File: src/rtl/fcu_pkg.sv
// package for the fieldbus character uart
// assumes a 40 MHz system clock and an 11-bit character frame
package fcu_pkg;

	// ==========================================
	// timing constants
	localparam int unsigned CLK_HZ        = 40_000_000; // system clock rate
	localparam int unsigned OVERSAMPLE    = 4;          // samples per bit
	localparam int unsigned DIV_W         = 16;         // divisor width
	localparam logic [15:0] DIV_RESET     = 16'h0000;   // divisor at reset

	// ==========================================
	// frame layout
	localparam int unsigned DATA_BITS     = 8;    // data bits per char
	localparam int unsigned FRAME_BITS    = 11;   // start+8+parity+stop
	localparam logic [3:0]  PAR_IDX       = 4'h9; // parity position
	localparam logic [3:0]  STOP_IDX      = 4'ha; // stop position
	localparam logic [1:0]  MID_PHASE     = 2'h2; // mid-bit sample phase
	localparam logic [1:0]  RELAX_PHASE   = 2'h1; // early stop sample phase
	localparam logic [1:0]  LAST_PHASE    = 2'h3; // last sub-bit phase

	// ==========================================
	// state encodings
	typedef enum logic [1:0] {
		TX_IDLE = 2'b00,
		TX_WAIT = 2'b01,
		TX_SEND = 2'b11,
		TX_GAP  = 2'b10
	} fcu_tx_state_t;

	typedef enum logic [1:0] {
		RX_IDLE  = 2'b00,
		RX_START = 2'b01,
		RX_DATA  = 2'b11
	} fcu_rx_state_t;

	// ==========================================
	// carriers
	typedef struct packed {
		logic       valid; // byte offered
		logic       last;  // final byte of telegram
		logic [7:0] data;  // byte value
	} fcu_tx_byte_t;

	typedef struct packed {
		logic       valid;      // one-cycle pulse
		logic       parity_err; // parity mismatch
		logic       stop_err;   // stop bit low
		logic [7:0] data;       // byte value
	} fcu_rx_byte_t;

	typedef struct packed {
		logic rts_out;  // request-to-send level
		logic rts_oe_n; // request-to-send enable, low drives
		logic txd_out;  // transmit data level
		logic txd_oe_n; // transmit data enable, low drives
	} fcu_line_out_t;

	// even parity of a byte
	function automatic logic fcu_parity(input logic [7:0] b);
		fcu_parity = ^b;
	endfunction

endpackage

File: src/rtl/fcu_rx.sv
// four-fold oversampling character receiver
// assumes rxd is already synchronised and tick is a 4x bit-rate pulse
`timescale 1ns/100ps
`default_nettype none

module fcu_rx
(
	input  wire logic               sys_clk,
	input  wire logic               reset_n,
	input  wire logic               tick,
	input  wire logic               rxd,
	input  wire logic               stop_check_disable,
	input  wire logic               start_check_relax,
	output var  fcu_pkg::fcu_rx_byte_t rx_byte
);
	import fcu_pkg::*;

	// ==========================================
	// state
	typedef struct packed {
		fcu_rx_state_t st;       // receiver phase
		logic [1:0]    phase;    // sub-bit counter
		logic [3:0]    bit_idx;  // frame bit index
		logic [8:0]    shift;    // data plus parity
		logic          rxd_d;    // previous line level
		fcu_rx_byte_t  out;      // result
	} fcu_rx_s_t;

	fcu_rx_s_t s_reg;  // registered state
	fcu_rx_s_t s_next; // next state
	logic      sample; // sampling moment of current bit

	// ==========================================
	// next-state logic
	always_comb
	begin
		s_next = s_reg;
		s_next.out.valid = 1'b0;
		sample = 1'b0;
		if (tick)
		begin
			s_next.rxd_d = rxd;
			s_next.phase = s_reg.phase + 2'h1; // 4 sub-bits per bit
		end
		case (s_reg.st)
			RX_IDLE:
			begin
				// falling edge starts sync
				if (tick && s_reg.rxd_d && !rxd)
				begin
					s_next.st = RX_START;
					// start check lands two ticks after the edge
					s_next.phase = 2'h0;
				end
			end
			RX_START:
			begin
				if (tick && s_reg.phase == MID_PHASE - 2'h1)
				begin
					// mid start bit must still be low
					if (rxd)
						s_next.st = RX_IDLE; // glitch, rearm
					else
					begin
						s_next.st = RX_DATA;
						s_next.bit_idx = 4'h1;
					end
				end
			end
			RX_DATA:
			begin
				// relaxed mode samples stop early for distortion
				if (start_check_relax && s_reg.bit_idx == STOP_IDX)
					sample = tick && s_reg.phase == RELAX_PHASE - 2'h1;
				else
					sample = tick && s_reg.phase == MID_PHASE - 2'h1;
				if (sample)
				begin
					if (s_reg.bit_idx == STOP_IDX)
					begin
						// lsb first, even parity
						s_next.out.data = s_reg.shift[7:0];
						s_next.out.parity_err =
							fcu_parity(s_reg.shift[7:0]) != s_reg.shift[8];
						// stop check skipped when disabled
						s_next.out.stop_err = !stop_check_disable && !rxd;
						s_next.out.valid = 1'b1;
						s_next.st = RX_IDLE;
					end
					else
					begin
						s_next.shift = {rxd, s_reg.shift[8:1]};
						s_next.bit_idx = s_reg.bit_idx + 4'h1;
					end
				end
			end
			default: s_next.st = RX_IDLE;
		endcase
	end

	// ==========================================
	// state register
	always_ff @(posedge sys_clk or negedge reset_n)
	begin
		if (!reset_n)
			s_reg <= '{st: RX_IDLE, phase: 2'h0, bit_idx: 4'h0,
				shift: 9'h000, rxd_d: 1'b1, out: '0};
		else
			s_reg <= s_next;
	end

	assign rx_byte = s_reg.out;

endmodule

`default_nettype wire

File: src/rtl/fcu_uart.sv
// top of the fieldbus character uart: transmitter plus receiver
// assumes an rs485 transceiver with pull-up on txd and a cts line
`timescale 1ns/100ps
`default_nettype none

module fcu_uart
(
	input  wire logic                  sys_clk,
	input  wire logic                  reset_n,
	input  wire logic [15:0]           bit_div,
	input  wire logic                  stop_check_disable,
	input  wire logic                  start_check_relax,
	input  wire fcu_pkg::fcu_tx_byte_t tx_byte,
	output logic                       tx_ready,
	output logic                       tx_busy,
	output fcu_pkg::fcu_rx_byte_t      rx_byte,
	input  wire logic                  rxd_pin,
	input  wire logic                  clear_to_send_in,
	input  wire logic                  output_float_test_pin,
	output fcu_pkg::fcu_line_out_t     line_out
);
	import fcu_pkg::*;

	// ==========================================
	// state
	typedef struct packed {
		logic [15:0]   div_cnt;  // 4x tick divider
		logic [1:0]    rxd_sy;   // rxd synchroniser
		logic [1:0]    cts_sy;   // cts synchroniser
		logic [1:0]    flt_sy;   // float pin synchroniser
		fcu_tx_state_t st;       // transmitter phase
		logic [1:0]    phase;    // sub-bit counter
		logic [3:0]    bit_idx;  // frame bit index
		logic [10:0]   frame;    // shift register of frame
		logic [7:0]    hold;     // next byte taken early
		logic          hold_v;   // hold is loaded
		logic          hold_last;// hold ends telegram
		logic          cur_last; // current char ends telegram
		logic          tx_ready; // output copy
		logic          tx_busy;  // output copy
		fcu_line_out_t line;     // pin drivers
	} fcu_top_s_t;

	fcu_top_s_t s_reg;  // registered state
	fcu_top_s_t s_next; // next state
	logic       tick;   // 4x bit-rate strobe
	logic       cts_ok; // synchronised cts, active low pin
	logic       bit_end;// last sub-bit of current bit
	logic       txd_lvl;// level wanted on txd

	// builds an 11-bit frame, lsb sent first
	function automatic logic [10:0] fcu_frame(input logic [7:0] b);
		fcu_frame = {1'b1, fcu_parity(b), b, 1'b0};
	endfunction

	// ==========================================
	// receiver
	fcu_rx u_rx
	(
		.sys_clk           (sys_clk),
		.reset_n           (reset_n),
		.tick              (tick),
		.rxd               (s_reg.rxd_sy[1]),
		.stop_check_disable(stop_check_disable),
		.start_check_relax (start_check_relax),
		.rx_byte           (rx_byte)
	);

	assign tick    = s_reg.div_cnt == 16'h0000;
	assign cts_ok  = !s_reg.cts_sy[1];
	assign bit_end = tick && s_reg.phase == LAST_PHASE;

	// ==========================================
	// next-state logic
	always_comb
	begin
		s_next = s_reg;
		txd_lvl = 1'b1;
		// divider reload gives four ticks per bit
		s_next.div_cnt = tick ? bit_div : s_reg.div_cnt - 16'h0001;
		s_next.rxd_sy = {s_reg.rxd_sy[0], rxd_pin};
		s_next.cts_sy = {s_reg.cts_sy[0], clear_to_send_in};
		s_next.flt_sy = {s_reg.flt_sy[0], output_float_test_pin};
		if (tick)
			s_next.phase = s_reg.phase + 2'h1;
		// take a byte into the hold stage when free
		if (tx_byte.valid && s_reg.tx_ready)
		begin
			s_next.hold = tx_byte.data;
			s_next.hold_v = 1'b1;
			s_next.hold_last = tx_byte.last;
		end
		case (s_reg.st)
			TX_IDLE:
			begin
				if (s_reg.hold_v)
				begin
					s_next.st = TX_WAIT; // rts before first char
					s_next.phase = 2'h0;
				end
			end
			TX_WAIT, TX_GAP:
			begin
				// character held while cts inactive
				if (cts_ok && s_reg.hold_v && tick)
				begin
					s_next.st = TX_SEND;
					s_next.frame = fcu_frame(s_reg.hold);
					s_next.cur_last = s_reg.hold_last;
					s_next.hold_v = 1'b0;
					s_next.bit_idx = 4'h0;
					// full four sub-bits for the start bit
					s_next.phase = 2'h0;
				end
			end
			TX_SEND:
			begin
				txd_lvl = s_reg.frame[0];
				if (bit_end)
				begin
					if (s_reg.bit_idx == STOP_IDX)
					begin
						if (s_reg.cur_last)
							s_next.st = TX_IDLE;
						else if (s_reg.hold_v && cts_ok)
						begin
							// next char follows stop at once
							s_next.frame = fcu_frame(s_reg.hold);
							s_next.cur_last = s_reg.hold_last;
							s_next.hold_v = 1'b0;
							s_next.bit_idx = 4'h0;
						end
						else
							s_next.st = TX_GAP;
					end
					else
					begin
						s_next.frame = {1'b1, s_reg.frame[10:1]};
						s_next.bit_idx = s_reg.bit_idx + 4'h1;
					end
				end
			end
			default: s_next.st = TX_IDLE;
		endcase
		s_next.tx_ready = !s_next.hold_v;
		s_next.tx_busy = s_next.st != TX_IDLE;
		// pins float in test mode txd floats unless sending
		s_next.line.rts_out = s_next.st != TX_IDLE;
		s_next.line.rts_oe_n = !s_reg.flt_sy[1];
		s_next.line.txd_out = txd_lvl;
		s_next.line.txd_oe_n = !s_reg.flt_sy[1] || s_reg.st != TX_SEND;
	end

	// ==========================================
	// state register
	always_ff @(posedge sys_clk or negedge reset_n)
	begin
		if (!reset_n)
			s_reg <= '{div_cnt: DIV_RESET, rxd_sy: 2'b11, cts_sy: 2'b11,
				flt_sy: 2'b00, st: TX_IDLE, phase: 2'h0, bit_idx: 4'h0,
				frame: 11'h7ff, hold: 8'h00, hold_v: 1'b0,
				hold_last: 1'b0, cur_last: 1'b0, tx_ready: 1'b0,
				tx_busy: 1'b0, line: 4'b0101};
		else
			s_reg <= s_next;
	end

	assign tx_ready = s_reg.tx_ready;
	assign tx_busy  = s_reg.tx_busy;
	assign line_out = s_reg.line;

endmodule

`default_nettype wire

File: config.mk
export PLATFORM = sky130hd
export DESIGN_NAME = fcu_uart
export DESIGN_NICKNAME = d
export VERILOG_FILES = /design/src/rtl/fcu_pkg.sv /design/src/rtl/fcu_rx.sv /design/src/rtl/fcu_uart.sv
export SDC_FILE = /design/constraint.sdc
export NUM_CORES = 1
export LEC_CHECK = 0
export BUFFER_PORTS_ARGS = -buffer_cell sky130_fd_sc_hd__buf_2
export CORE_UTILIZATION = 50
export DETAILED_ROUTE_END_ITERATION = 8
export PLACE_DENSITY = 0.77
export SLEW_MARGIN = 25
export SYNTH_ARGS = -nofsm -noshare
export SYNTH_HDL_FRONTEND = slang
export SYNTH_SLANG_ARGS = --single-unit
File: constraint.sdc
create_clock -name sys_clk -period 2.27 [get_ports sys_clk]
set_clock_uncertainty 0.05 [all_clocks]
set_input_delay 0.454 -clock sys_clk [delete_from_list [all_inputs] [get_ports sys_clk]]
set_output_delay 0.454 -clock sys_clk [all_outputs]
set_load 0.03 [all_outputs]
==> flow_summary.toml <==
[drt]
via_per_inst = 5.48
dr.pass1.iters = 5
ant_nets = 0
drc = 0
vias = 3203
wire_per_inst_um = 14.0
routed_wl_mm = 8.18
drt_iter0_drc = 144

[critical_path]
reg2reg_from = "s_reg[42]$_DFF_PN0_"
critPathLaunchType = "register"
rrSetupSlack_ns = 0.1
rr_endpoint = "line_out[3]$_DFF_PN0_"
worst_ep_arrival_time_ns = 2.35
slowest_stage = "or4_1"
path_class = "reg -> reg"
crit_required_ns = 2.45
critical_path.max_stage_delay_ns = 0.43
critPathMaxFanout = 4
crit_chain = "inv_1, ha_2, nor3b_4, buf_4, nand4b_1, or4_1, a32oi_2, o211ai_1"
worstSetupEndpointType = "register"
reg2reg_depth = 8

[clock_network]
cts_tree = "built"
clk_latency_ns = 0.37
cts.sinks = 86
cts_buffers = 9
path_clk_slew_ns = 0.08
cts_max_level = 3
cts_root_buf = "clkbuf_8"
clockBufferDepth = 2

[timing]
hold_viol_final = 0
fin_ws_ns = 0.0993
fmaxAchievable_ghz = 0.461
finalCriticalPeriod_ns = 2.17
slew_violations = 0
worstMarginPinSlew_ns = 0.446
max_slew_margin_pct = 70.3
period_share_pct = 95.6
finalSetupViolCount = 0

[die]
start_util_pct = 51.7
die_h_um = 94.4
io_pins = 50
dieWidth_um = 94.4
row_count = 33
design.core.area_um2 = 8260
dieArea_um2 = 8920

[placed_design]
post-place-ws_ns = 0.0274
place_hpwl_mm = 5.79
place_inst = 558
port-buffer-count = 49
gp_congestion = 0.884

[logic_synthesis]
synth_cell_type_count = 62
synthTopCellsByArea = "dfrtp_1, dfstp_2, mux2_2"
yosysTopAreaCell = "dfrtp_1"
yosysWarnings = 0
synth_seq_cells = 86
ys_seq_area_share_pct = 50.9
synth-async-reset-ratio_pct = 100
syn_area_per_cell_um2 = 10.3
synth_ff_type = "dfrtp_1"
synth_cells = 414
synth_edf_count = 0
synth_top_area_share_pct = 39.8
syn_nets = 457
syn_area_um2 = 4270

[layout]
fillers = 710
ff_latch_area_um2 = 2170
mostFrequentLayoutCells = "dfrtp_1, nand2_1, buf_2"
drive_gt1_share_pct = 30.7
largest_reg_flops = 49
fin_cells = 584
antenna_cells = 0
area_growth_syn_to_layout_pct = 16.1
fin_nets = 517
utilization_pct = 60.1
final_common_cell = "dfrtp_1"
multi_input_area_um2 = 1910

[power_and_ir_drop]
vdd_drop_max_v = 0.000705
pwr_density_cell_nw_per_um2 = 863
leakage_nw = 2.22

[outcome]
outcome = "completed"

[global_route]
grt_max_degree = 56
grt_pass1_vias = 2910
grt_pass1_wl_mm = 13.3
gr-total-overflow = 0
grt_antenna_before_repair = 0
grt_usage_pct = 19.5

[min_path]
holdPathStages = 1
min-delay-path-class = "in -> reg"
worst_hold_startpoint = "clear_to_send_in"
hold_end = "s_next[39]$_DFF_PN1_"

[job]
maxCapViolations = 0
==> metrics by stage <==
stage / setup TNS (ns) / cell area, um^2 / power [mW] / hold WS [ns]
6_report: 0 / 4960 / 4.28 / 0.132
5_1_grt: -0.0648 / 4960 / 4.53 / 0.114
4_1_cts: 0 / 4840 / 4.26 / 0.114
3_5_place_dp: 0 / 4630 / 3.14 / 0.289
3_3_place_gp: 0 / 4630 / 3.10 / 0.287
2_1_floorplan: 0 / 4270 / 2.82 / 0.108
==> worst max-delay path, delay by kind of cell (launching register included) <==
| family | cells | cell delay, ns |
|---|---|---|
| and+or+nand+nor | 3 | 0.83 |
| DFF | 1 | 0.41 |
| AOI/OAI and AO/OA | 2 | 0.33 |
| buffers and inverters | 2 | 0.23 |
| adders and majority gates | 1 | 0.20 |
==> report_power, final <==
group          switching, mW  leakage, nW  internal (mW)
combinational          0.588         1.06          0.562
clock                  0.554        0.103          0.546
sequential             0.268         1.06           1.76
total                   1.41         2.22           2.87
==> metal layers <==
metal / vias up / global-route usage (%) / wire length, um
met2: 73 / 32.6 / 4090
met1: 1580 / 24.0 / 3580
met4: 0 / 6.15 / 108
li1: 1539 / - / -
met3: 11 / 6.20 / 395
met5: - / 0 / 0
==> area by class of cell <==
class / count / share of cell area [%]
Clock inverter: 6 / 1.39
Multi-Input combinational cell: 281 / 38.4
Sequential cell: 86 / 43.8
Inverter: 20 / 1.51
Clock buffer: 10 / 2.77
Timing Repair Buffer: 76 / 9.38
Tap cell: 105 / 2.65
==> repair_timing <==
action | in CTS | in global routing
hold buffers | 1 | 0
setup buffers | 0 | 8
endpoints found under the hold margin | 25 | 0
resized for setup | 0 | 9
setup endpoints to repair | 0 | 37
==> worst max-delay path by stage <==
stage	from	endpoint	slack, ns	cells past startpoint
CTS	s_reg[42]$_DFF_PN0_	s_reg[20]$_DFFE_PN1P_	0.02	7
finish	s_reg[42]$_DFF_PN0_	line_out[3]$_DFF_PN0_	0.1	8
global placement	s_reg[42]$_DFF_PN0_	u_rx.s_reg[14]$_DFFE_PN0P_	0.13	6
detailed placement	s_reg[42]$_DFF_PN0_	s_reg[20]$_DFFE_PN1P_	0.03	7
floorplan	s_reg[42]$_DFF_PN0_	u_rx.rx_byte[9]$_DFFE_PN0P_	0.19	8
global route	s_reg[43]$_DFF_PN0_	s_reg[52]$_DFF_PN0_	-0.02	9
==> cells by family (layout without fill, tap and decap cells) <==
logic type	after synthesis	count (layout)	synth area share [%]
compound gates	75	75	11.7
buf+inv	48	112	5.83
simple gates	152	153	18.7
mux	19	19	5.01
xor+xnor	24	24	4.92
flops	86	86	50.9
fa+ha+maj	10	10	2.93
==> cells in the mapped netlist (2+ instances only) <==
library cell / number
nor2_1: 36
and3b_1: 2
or2_2: 2
xor2_1: 4
nand2b_1: 6
and3_1: 2
a41oi_1: 2
a21oi_1: 22
nor3b_1: 3
buf_2: 4
inv_1: 20
o211ai_1: 5
a21o_1: 4
nand2_1: 52
nand4_1: 5
nor4_1: 5
nand4_2: 2
mux2_2: 18
nor2b_1: 5
nor4_4: 2
o21ai_0: 15
o21ai_1: 3
or4_1: 3
nand3b_1: 2
ha_1: 10
nor3_1: 6
dfrtp_1: 68
and2_1: 2
xnor2_1: 20
buf_4: 15
nand3_1: 9
a31oi_1: 2
dfstp_2: 18
clkbuf_1: 8
a22oi_1: 5
Power figures use the tool's default switching activity.
